## config.mk

```make
export PLATFORM = sky130hd
export DESIGN_NAME = rsc_ctrl
export DESIGN_NICKNAME = d
export VERILOG_FILES = /design/src/verilog/rsc_pkg.sv /design/src/verilog/rsc_ctrl.sv
export SDC_FILE = /design/constraint.sdc
export NUM_CORES = 1
export LEC_CHECK = 0
export BUFFER_PORTS_ARGS = -buffer_cell sky130_fd_sc_hd__buf_4
export CAP_MARGIN = 0
export CORE_MARGIN = 2
export CORE_UTILIZATION = 50
export DETAILED_ROUTE_END_ITERATION = 7
export PLACE_DENSITY = 0.85
export SYNTH_ARGS = -nofsm -noshare
export SYNTH_HDL_FRONTEND = slang
export SYNTH_SLANG_ARGS = --single-unit
```

## constraint.sdc

```tcl
create_clock -name clk -period 3.7 [get_ports clk]
set_input_delay 0.74 -clock clk [delete_from_list [all_inputs] [get_ports clk]]
set_output_delay 0.74 -clock clk [all_outputs]
set_load 0.01 [all_outputs]
```

## src/verilog/rsc_pkg.sv

```systemverilog
package rsc_pkg;
  // ****************************************
  // Timing
  // ****************************************
  localparam int RSC_CLK_PERIOD_NS = 10;
  localparam int RSC_RST_HOLD_NS = 100;
  localparam int RSC_RST_HOLD_CYC = (RSC_RST_HOLD_NS + RSC_CLK_PERIOD_NS - 1) / RSC_CLK_PERIOD_NS;
  localparam int RSC_HOLD_W = 4;
  // ****************************************
  // Register offsets
  // ****************************************
  localparam logic [15:0] RSC_ADDR_CAUSE = 16'hf001;
  localparam logic [15:0] RSC_ADDR_UNLOCK = 16'hf008;
  localparam logic [15:0] RSC_ADDR_STBY = 16'hf009;
  localparam logic [15:0] RSC_ADDR_BLK_A = 16'hf028;
  localparam logic [15:0] RSC_ADDR_BLK_B = 16'hf02a;
  localparam logic [15:0] RSC_ADDR_BLK_C = 16'hf02c;
  localparam logic [15:0] RSC_ADDR_BLK_D = 16'hf02e;
  localparam logic [15:0] RSC_ADDR_BLK_E = 16'hf02f;
  // ****************************************
  // Fields and reset values
  // ****************************************
  localparam int RSC_WDT_FLAG_BIT = 2;
  localparam int RSC_POR_FLAG_BIT = 0;
  localparam int RSC_STOP_BIT = 1;
  localparam int RSC_HALT_BIT = 0;
  localparam int RSC_T0_BIT = 0;
  localparam int RSC_T1_BIT = 1;
  localparam logic [7:0] RSC_CAUSE_RST = 8'h01;
  localparam logic [7:0] RSC_BLK_RST = 8'h00;
  localparam logic [7:0] RSC_ZERO = 8'h00;
  localparam logic [7:0] RSC_MASK_A = 8'h03;
  localparam logic [7:0] RSC_MASK_B = 8'h8f;
  localparam logic [7:0] RSC_MASK_C = 8'h61;
  localparam logic [7:0] RSC_MASK_D = 8'h0f;
  localparam logic [7:0] RSC_MASK_E = 8'h03;
  localparam logic [3:0] RSC_KEY_FIRST = 4'h5;
  localparam logic [3:0] RSC_KEY_SECOND = 4'ha;
  localparam logic [15:0] RSC_VEC_SP = 16'h0000;
  localparam logic [15:0] RSC_VEC_PC = 16'h0002;
  localparam logic [15:0] RSC_VEC_PC_BRK = 16'h0004;
  localparam logic [1:0] RSC_BRK_LEVEL_MAX = 2'h1;
  // ****************************************
  // Types
  // ****************************************
  typedef enum logic [1:0] {RSC_M_RESET, RSC_M_RUN, RSC_M_HALT, RSC_M_STOP} rsc_mode_t;
  typedef enum logic [1:0] {RSC_U_IDLE, RSC_U_FIRST, RSC_U_ARMED} rsc_unlock_t;
  typedef struct packed {
    logic [15:0] addr;
    logic wr;
    logic rd;
    logic [7:0] wdata;
  } rsc_sfr_req_t;
  typedef struct packed {
    logic nmi;
    logic wdt;
    logic anyPending;
    logic [3:0] ext;
    logic [3:0] extEnable;
    logic master_irq_enable;
  } rsc_irq_t;
  typedef struct packed {
    logic cpu;
    logic power;
    logic special_function_register;
  } rsc_rst_out_t;
  typedef struct packed {
    logic [7:0] a;
    logic [7:0] b;
    logic [7:0] c;
    logic [7:0] d;
    logic [7:0] e;
  } rsc_blk_t;
  typedef struct packed {
    logic pinSync1;
    logic pinSync2;
    rsc_mode_t mode;
    logic fullKind;
    logic [RSC_HOLD_W-1:0] holdCnt;
    rsc_unlock_t unlock;
    logic [7:0] cause;
    rsc_blk_t blk;
    logic [7:0] rdData;
    logic rdValid;
    rsc_rst_out_t rstOut;
    logic [15:0] spVec;
    logic [15:0] pcVec;
    logic haltBit;
    logic stopBit;
    logic wakeNoService;
  } rsc_state_t;
endpackage

```

## src/verilog/rsc_ctrl.sv

```systemverilog
`timescale 1ns/1ns
// Functional notes
// - Pin, watchdog overflow or break instruction each enter system reset mode.
// - Break reset restarts only the CPU; RAM and registers keep values.
// - Reset never clears the cause register; only a watchdog reset sets its bit.
// - Bit 2 flags a watchdog reset; software may write it.
// - System reset overrides everything and abandons work in progress.
// - Pin and watchdog resets reset the power circuit; break does not.
// - Pin and watchdog resets restore register initial values; break does not.
// - Reset initialises the CPU and loads the stack pointer from 0000H.
// - Program counter from 0002H; break at level 1 or lower uses 0004H.
// - Data memory and undefined registers are never touched by reset.
// - The stop unlock register is write-only and reads zero.
// - Writing 5nH then 0AnH arms the unlock; other work may intervene.
// - Any other value after 5nH discards it; sequence restarts.
// - Stop bit with unlock armed enters STOP and disarms unlock.
// - Unlock stays disarmed throughout system reset.
// - Unlock cannot arm while an enabled interrupt is pending.
// - NMI or enabled port interrupt clears stop bit and resumes run.
// - Halt bit stops the CPU; NMI, watchdog or enabled interrupt resumes.
// - With master enable low, interrupts release standby without service.
// - HALT and STOP are refused while an enabled interrupt is pending.
// - Block-disable bits hold timers and other blocks in reset, clock stopped.
// - Wake-up clears the halt bit at the next system clock.
module rsc_ctrl (
  input wire logic clk,
  input wire logic rst,
  input wire logic resetPinN,
  input wire logic wdtOverflow,
  input wire logic breakExec,
  input wire logic [1:0] interruptLevel,
  input wire rsc_pkg::rsc_irq_t irqIn,
  input wire rsc_pkg::rsc_sfr_req_t sfrReq,
  output logic [7:0] sfrRdata,
  output logic sfrRvalid,
  output rsc_pkg::rsc_rst_out_t rstOut,
  output logic [15:0] spVector,
  output logic [15:0] pcVector,
  output logic haltMode,
  output logic stopMode,
  output logic wakeNoService,
  output rsc_pkg::rsc_blk_t blkDisable
);
  import rsc_pkg::*;

  // ****************************************
  // State
  // ****************************************
  localparam rsc_state_t RSC_STATE_RST = '{
    pinSync1: 1'b1,
    pinSync2: 1'b1,
    mode: RSC_M_RESET,
    fullKind: 1'b1,
    holdCnt: RSC_HOLD_W'(RSC_RST_HOLD_CYC),
    unlock: RSC_U_IDLE,
    cause: RSC_CAUSE_RST,
    blk: '0,
    rdData: 8'h00,
    rdValid: 1'b0,
    rstOut: '{cpu: 1'b1, power: 1'b1, special_function_register: 1'b1},
    spVec: RSC_VEC_SP,
    pcVec: RSC_VEC_PC,
    haltBit: 1'b0,
    stopBit: 1'b0,
    wakeNoService: 1'b0
  };

  rsc_state_t stReg;
  rsc_state_t stNext;

  logic pinRst;
  logic fullCause;
  logic brkCause;
  logic haltWake;
  logic stopWake;
  logic isWr;
  logic isRd;

  function automatic logic keyIs(logic [7:0] d, logic [3:0] key);
    return d[7:4] == key;
  endfunction

  function automatic logic [7:0] readMux(rsc_state_t s, logic [15:0] a);
    logic [7:0] r;
    r = RSC_ZERO;
    unique case (a)
      RSC_ADDR_CAUSE: r = s.cause;
      RSC_ADDR_BLK_A: r = s.blk.a;
      RSC_ADDR_BLK_B: r = s.blk.b;
      RSC_ADDR_BLK_C: r = s.blk.c;
      RSC_ADDR_BLK_D: r = s.blk.d;
      RSC_ADDR_BLK_E: r = s.blk.e;
      default: r = RSC_ZERO; // Unlock, standby and unmapped read zero
    endcase
    return r;
  endfunction

  // ****************************************
  // Cause detection
  // ****************************************
  assign pinRst = !stReg.pinSync2;
  assign fullCause = pinRst || wdtOverflow;
  assign brkCause = breakExec && stReg.mode == RSC_M_RUN;
  assign haltWake = irqIn.nmi || irqIn.wdt || irqIn.anyPending;
  assign stopWake = irqIn.nmi || |(irqIn.ext & irqIn.extEnable);
  // Bus only answers while the CPU runs
  assign isWr = sfrReq.wr && stReg.mode == RSC_M_RUN;
  assign isRd = sfrReq.rd && stReg.mode == RSC_M_RUN;

  // ****************************************
  // Next state
  // ****************************************
  always_comb begin
    stNext = stReg;
    stNext.rdValid = 1'b0;
    stNext.wakeNoService = 1'b0;
    // First stage feeds only the second
    stNext.pinSync1 = resetPinN;
    stNext.pinSync2 = stReg.pinSync1;
    if (fullCause || brkCause) begin
      // Reset wins over any access or mode change
      stNext.mode = RSC_M_RESET;
      stNext.holdCnt = RSC_HOLD_W'(RSC_RST_HOLD_CYC);
      stNext.unlock = RSC_U_IDLE;
      stNext.spVec = RSC_VEC_SP;
      if (wdtOverflow) begin
        stNext.cause[RSC_WDT_FLAG_BIT] = 1'b1;
      end
      if (fullCause) begin
        stNext.fullKind = 1'b1;
        stNext.blk = '0;
        stNext.pcVec = RSC_VEC_PC;
      end else begin
        stNext.fullKind = 1'b0;
        if (interruptLevel <= RSC_BRK_LEVEL_MAX) begin
          stNext.pcVec = RSC_VEC_PC_BRK;
        end else begin
          stNext.pcVec = RSC_VEC_PC;
        end
      end
    end else begin
      unique case (stReg.mode)
        RSC_M_RESET: begin
          stNext.unlock = RSC_U_IDLE;
          stNext.holdCnt = stReg.holdCnt - RSC_HOLD_W'(1);
          if (stReg.holdCnt == RSC_HOLD_W'(1)) begin
            stNext.mode = RSC_M_RUN;
          end
        end
        RSC_M_RUN: begin
          if (isRd) begin
            stNext.rdValid = 1'b1;
            stNext.rdData = readMux(stReg, sfrReq.addr);
          end
          if (isWr) begin
            unique case (sfrReq.addr)
              RSC_ADDR_CAUSE: begin
                // Only the watchdog flag is writable
                stNext.cause[RSC_WDT_FLAG_BIT] = sfrReq.wdata[RSC_WDT_FLAG_BIT];
              end
              RSC_ADDR_UNLOCK: begin
                unique case (stReg.unlock)
                  RSC_U_IDLE: begin
                    if (keyIs(sfrReq.wdata, RSC_KEY_FIRST)) begin
                      stNext.unlock = RSC_U_FIRST;
                    end
                  end
                  RSC_U_FIRST: begin
                    if (keyIs(sfrReq.wdata, RSC_KEY_SECOND) && !irqIn.anyPending) begin
                      stNext.unlock = RSC_U_ARMED;
                    end else begin
                      stNext.unlock = RSC_U_IDLE;
                    end
                  end
                  RSC_U_ARMED: begin
                    stNext.unlock = RSC_U_ARMED;
                  end
                  default: begin
                    // Unused code falls back to idle, never to armed
                    stNext.unlock = RSC_U_IDLE;
                  end
                endcase
              end
              RSC_ADDR_STBY: begin
                // Both bits set is prohibited and ignored
                if (!(sfrReq.wdata[RSC_STOP_BIT] && sfrReq.wdata[RSC_HALT_BIT]) && !irqIn.anyPending) begin
                  if (sfrReq.wdata[RSC_STOP_BIT] && stReg.unlock == RSC_U_ARMED) begin
                    stNext.mode = RSC_M_STOP;
                    stNext.unlock = RSC_U_IDLE;
                  end else if (sfrReq.wdata[RSC_HALT_BIT]) begin
                    stNext.mode = RSC_M_HALT;
                  end
                end
              end
              RSC_ADDR_BLK_A: stNext.blk.a = sfrReq.wdata & RSC_MASK_A;
              RSC_ADDR_BLK_B: stNext.blk.b = sfrReq.wdata & RSC_MASK_B;
              RSC_ADDR_BLK_C: stNext.blk.c = sfrReq.wdata & RSC_MASK_C;
              RSC_ADDR_BLK_D: stNext.blk.d = sfrReq.wdata & RSC_MASK_D;
              RSC_ADDR_BLK_E: stNext.blk.e = sfrReq.wdata & RSC_MASK_E;
              default: begin
                stNext.blk = stReg.blk;
              end
            endcase
          end
        end
        RSC_M_HALT: begin
          // One clock only: release lands on the next rising edge
          if (haltWake) begin
            stNext.mode = RSC_M_RUN;
            stNext.wakeNoService = !irqIn.nmi && !irqIn.wdt && !irqIn.master_irq_enable;
          end
        end
        RSC_M_STOP: begin
          if (stopWake) begin
            stNext.mode = RSC_M_RUN;
            stNext.wakeNoService = !irqIn.nmi && !irqIn.master_irq_enable;
          end
        end
      endcase
    end
    stNext.haltBit = stNext.mode == RSC_M_HALT;
    stNext.stopBit = stNext.mode == RSC_M_STOP;
    stNext.rstOut.cpu = stNext.mode == RSC_M_RESET;
    stNext.rstOut.power = stNext.rstOut.cpu && stNext.fullKind;
    stNext.rstOut.special_function_register = stNext.rstOut.cpu && stNext.fullKind;
  end

  always_ff @(posedge clk) begin
    if (rst) begin
      stReg <= RSC_STATE_RST;
    end else begin
      stReg <= stNext;
    end
  end

  // ****************************************
  // Outputs
  // ****************************************
  assign sfrRdata = stReg.rdData;
  assign sfrRvalid = stReg.rdValid;
  assign rstOut = stReg.rstOut;
  assign spVector = stReg.spVec;
  assign pcVector = stReg.pcVec;
  assign haltMode = stReg.haltBit;
  assign stopMode = stReg.stopBit; // Both oscillators stop while high
  assign wakeNoService = stReg.wakeNoService;
  assign blkDisable = stReg.blk; // Timer bits 0 and 1 of block a
endmodule // rsc_ctrl

```

After elaboration in Yosys (flattened, before gate mapping)
Index checks and enable logic that the tools add are counted. Widths: inputs -> output; s select.

Bits in registers: 82. Logic and storage cells: 136. Output and inout bits: 87. Input bits: 45.

$lt $le $gt $ge: 1. Reductions and logical operators: 45. Bitwise operators: 3. Muxes and demuxes: 41. Add/sub/neg operators: 1. Equality and inequality tests: 25.

Operator list (number): $eq 16x16->1 const B (8); $mux 40 (3); $mux 49 (1); $pmux 8 s6 (1); $mux 8 (5); $mux 2 (14); $reduce_and 4->1 (6); $reduce_bool 2->1 (9); $logic_and 1x1->1 (11); $eq 2x2->1 const B (5); $mux 1 (9); $mux 9 (1); $pmux 2 s2 (2); $pmux 2 s4 (1); $logic_not 1->1 (6); $logic_not 2->1 (3); $mux 3 (2); $ne 2x2->1 const B (3); $ne 3x3->1 const B (2); $pmux 2 s3 (1); $reduce_and 6->1 (1); $logic_or 1x1->1 (5); $and 4x4->4 (1); $eq 2x1->1 const B (2); other kinds (13) (14).

Depth between registers and ports, before layout
Depth in word-level cells: 10. Mapped depth: 7. Depth with buffers taken out: 6.

Least setup slack after synthesis
OpenSTA, ideal clock, no wires.

Path type: in2reg. Start point: input sfrReq[14] (netlist name). End point: register stReg (netlist bit blkDisable[16]). Cell stages on the path: 5. Path buffers: 0. Setup time: 0.117 ns. Required time: 3.583 ns. Arrival: 2.096 ns. Setup slack: 1.488 ns. Cells stage by stage: or3_4 -> nor4_4 -> and3b_2 -> a21oi_2 -> a22o_1.

Word-level cells in the longest chain between the ends: 3.

RTL lines: start, declared (line rsc_ctrl.sv:33) `input wire rsc_pkg::rsc_sfr_req_t sfrReq,`; $eq 16x16->1 (line rsc_ctrl.sv:156) `unique case (sfrReq.addr)`; $reduce_bool 2->1 (no source line); $reduce_and 4->1 (no source line); end signal, assigned (line rsc_ctrl.sv:232) `stReg <= stNext;`; end, declared (line rsc_ctrl.sv:68) `rsc_state_t stReg;`.

No other way between the ends. A chain may end at the register's enable or synchronous reset.

==> implementation parameters <==
Parameter                              Value

Critical path
  CP Data Required Time ... 3.96 ns
  Critical path arrival ... 2.54 ns
  Worst Setup Path Type ... in -> reg
  Launch instance of the worst register-to-register path ... stReg[104]
  Cell depth of the worst setup path ... 6
  Highest net fanout along the worst path ... 15
  Cells on worst reg2reg path ... 5
  Last element of the critical path ... blkDisable[9]
  Critical path's top delay family ... simple AND/OR/NAND/NOR gates
  Critical Path Max Stage Delay ... 0.57 ns
  Setup slack, reg-to-reg ... 1.65 ns
  Source of the critical timing path ... rst
  Buf+Inv Stages, Crit Path ... 1
  Category of the worst setup path capture point ... register
  Reg-to-reg critical path endpoint ... blkDisable[9]
  Slowest stage cell on the critical path ... nor3b_2
  Ordered cell list for the critical path ... buf_4, nor3b_2, and2_1, nand2_1, nor2_1, a22o_1
  Kind of start point of the critical path ... primary input

Floorplan
  Core ar. ... 0.005439 sq mm
  Die height ... 78.42 um
  Ports placed on the boundary ... 132
  Floorplan row count ... 27
  Initial standard-cell utilization of the core ... 0.5091
  Die footprint ... 0.006149 sq mm
  Die X-Extent ... 78.42 um

Yosys
  Number of library cell types mapped by synthesis ... 61
  Share of flip-flops with an asynchronous set or reset after synthesis ... 0
  Avg Cell Area, Syn ... 8.599 sq um
  Mapped Cells ... 322
  Number of enable-type register cells in the synthesized netlist ... 0
  Sequential share of the synthesized area ... 0.3181
  Combined area of all synthesized cells ... 0.002769 sq mm
  Post-synthesis cell type with the largest combined area ... dfxtp_1
  Leading cell types by total area after synthesis ... dfxtp_1 32%, buf_4 23%, nand2_1 4.2%
  Synthesis-stage register bit count ... 44
  Predominant post-synthesis flop cell ... dfxtp_1
  Synth top area share ... 0.3181
  Number of warning messages in the yosys log ... 0

Outcome
  Outcome ... finished, final reports clean

Timing
  Number of failing hold endpoints at the final stage ... 0
  RSZ-0062 raised after global routing ... false
  Sum Neg Setup Slack ... 0 ns
  Final worst setup slack ... 1.410 ns
  Fmax achieved ... 0.4367 GHz
  Slew at the pin with the worst max-slew slack ... 0.6665 ns
  Final period util ... 0.6188
  Final Skew ... 0.004242 ns
  Worst max-slew margin expressed relative to the limit ... 0.5537
  Fin crit period ... 2.290 ns
  Final setup fails ... 0
  Max-slew violation count ... 0

Power
  Clock share of power ... 0.335
  Switching power ... 240.1 uW
  Logic gate share of total power ... 0.129
  Cell Int Power ... 654.6 uW
  Maximum resistive drop on vdd ... 0.0001633 V
  Sequential power share ... 0.536
  Net switching fraction of the power ... 0.2684
  Cell area power density ... 293.1 mW/mm^2
  Static Leak ... 0.001365 uW

Clocking
  CTS tree ... yes
  Hold bufs inserted after CTS ... 0
  Clock latency of the later-clocked register in the worst-skew pair ... 0.31 ns
  Maximum number of buffers from clock root to sink ... 2
  Buffers inserted during post-CTS setup optimization ... 0
  Master cell of the clock root buffer ... clkbuf_8
  Max H-tree Level ... 2
  Reg clk slew, reported paths ... 0.08 ns
  Cts repair resizes ... 0
  Clock buffer count from CTS ... 5
  TritonCTS Sinks ... 44

Place
  Place WS ... 1.135 ns
  HPWL after detailed placement ... 4767 um
  Routability cong. ... 0.9027
  IO Port Bufs ... 76

Layout
  Top library cells by usage in the layout, fill and taps aside ... 76 x buf_4, 54 x conb_1, 44 x dfxtp_1
  Layout net count ... 413
  Total of fill cells in the finished design ... 522
  Area of the multi-input gates ... 0.001401 sq mm
  Diode count ... 0
  Share of final-layout standard cells stronger than drive strength 1 ... 0.2861
  Area used by sequential logic in the layout ... 880.8 sq um
  Most common cell after layout, fill and taps aside ... buf_4
  Area delta synth->final ... 10.26%

Job
  MaxCap Viol Count ... 0

Global routing
  Vias in the first global route ... 2086
  Number of antenna violations at the first check in global routing ... 0
  Largest net degree at the start of global routing ... 16
  Overflow after GRT ... 0
  Global-route wire length before repair ... 9846 um
  Aggregate global-route resource usage ... 0.2041

Route
  Number of remaining DRC errors ... 0
  Detailed-route wire length per cell ... 13.81 um
  Number of optimization iterations in the first detailed-route pass ... 5
  Vias after detailed routing ... 2262
  Antenna-violating nets left ... 0
  Wirelength, routed ... 6061 um
  Starting DRT DRC Count ... 264
  Via density ... 5.153

Hold path
  Min-Delay Path Class ... reg -> reg
-- sequential cells by signal, indices dropped and copies added (netlist names) --
signal and cells:
blkDisable 16, haltMode 1, pcVector 2, rstOut 2, sfrRdata 8, sfrRvalid 1, stNext 1, stReg 11
stopMode 1, wakeNoService 1
-- cell type report --
class,instances,area share
Timing Repair Buffer,76,0.1869
Multi-Input combinational cell,233,0.4590
Clock buffer,5,0.02254
Tap cell,72,0.02951
Inverter,6,0.007377
Clock inverter,3,0.006148
Sequential cell,44,0.2885
-- cell usage after synthesis (3+ instances only) --
cell / number
nor2_1: 14
and2_1: 3
nand2_1: 31
mux2i_1: 4
a21oi_1: 11
nor3b_2: 4
nor3_1: 6
or2_2: 3
inv_1: 6
nand3_1: 17
buf_4: 83
buf_2: 4
nor2b_1: 5
clkbuf_1: 4
nand4_1: 6
o21ai_0: 8
nor4_1: 4
nand2b_1: 3
dfxtp_1: 44
a22o_1: 10
-- how the worst min path moves through the flow --
stage / start / endpoint / slack [ns] / depth (start not counted)
6_report: stNext[104] / stReg[104] / 0.42 / 1
2_1_floorplan: stNext[104] / stReg[104] / 0.39 / 1
4_1_cts: stNext[104] / stReg[104] / 0.42 / 1
3_3_place_gp: stNext[104] / stReg[104] / 0.40 / 1
5_1_grt: stNext[104] / stReg[104] / 0.46 / 1
3_5_place_dp: stNext[104] / stReg[104] / 0.40 / 1
-- logic make-up after synthesis --
kind of cell	Yosys count	synth area share
and+or+nand+nor	123	0.2734
buffers and inverters	98	0.2476
AOI/OAI and AO/OA	46	0.1184
DFF	44	0.3181
muxes	5	0.02259
xor gates and xnor gates	3	0.009491
adders and majority gates	2	0.009036
other	1	0.001354
-- power by group through the flow --
stage / combinational, uW / clock (uW) / sequential, uW
CTS: 114 / 306 / 480
floorplan: 105 / 0 / 490
global placement: 111 / 0 / 491
global route: 127 / 327 / 480
detailed placement: 113 / 0 / 491
finish: 115 / 300 / 480
-- per-layer routing --
| layer | up-vias | global-route usage | share of wire |
|---|---|---|---|
| met2 | 128 | 0.3474 | 0.48 |
| met3 | 13 | 0.05977 | 0.11 |
| met5 | - | 0 | 0 |
| met4 | 0 | 0.08772 | 0.024 |
| li1 | 1076 | - | - |
| met1 | 1045 | 0.2387 | 0.39 |
-- stage by stage --
stage | utilization | hold WS (ns) | cells | total power [uW] | area, sq um
detailed placement | 0.5452 | 0.4004 | 431 | 604.0 | 2965
global route | 0.5613 | 0.4553 | 439 | 934.3 | 3053
global placement | 0.5452 | 0.3993 | 431 | 602.1 | 2965
finish | 0.5613 | 0.4210 | 439 | 894.7 | 3053
floorplan | - | 0.3895 | 375 | 595.3 | 2968
CTS | 0.5613 | 0.4216 | 439 | 899.4 | 3053
Note: power is estimated with default switching activity, not from simulation.
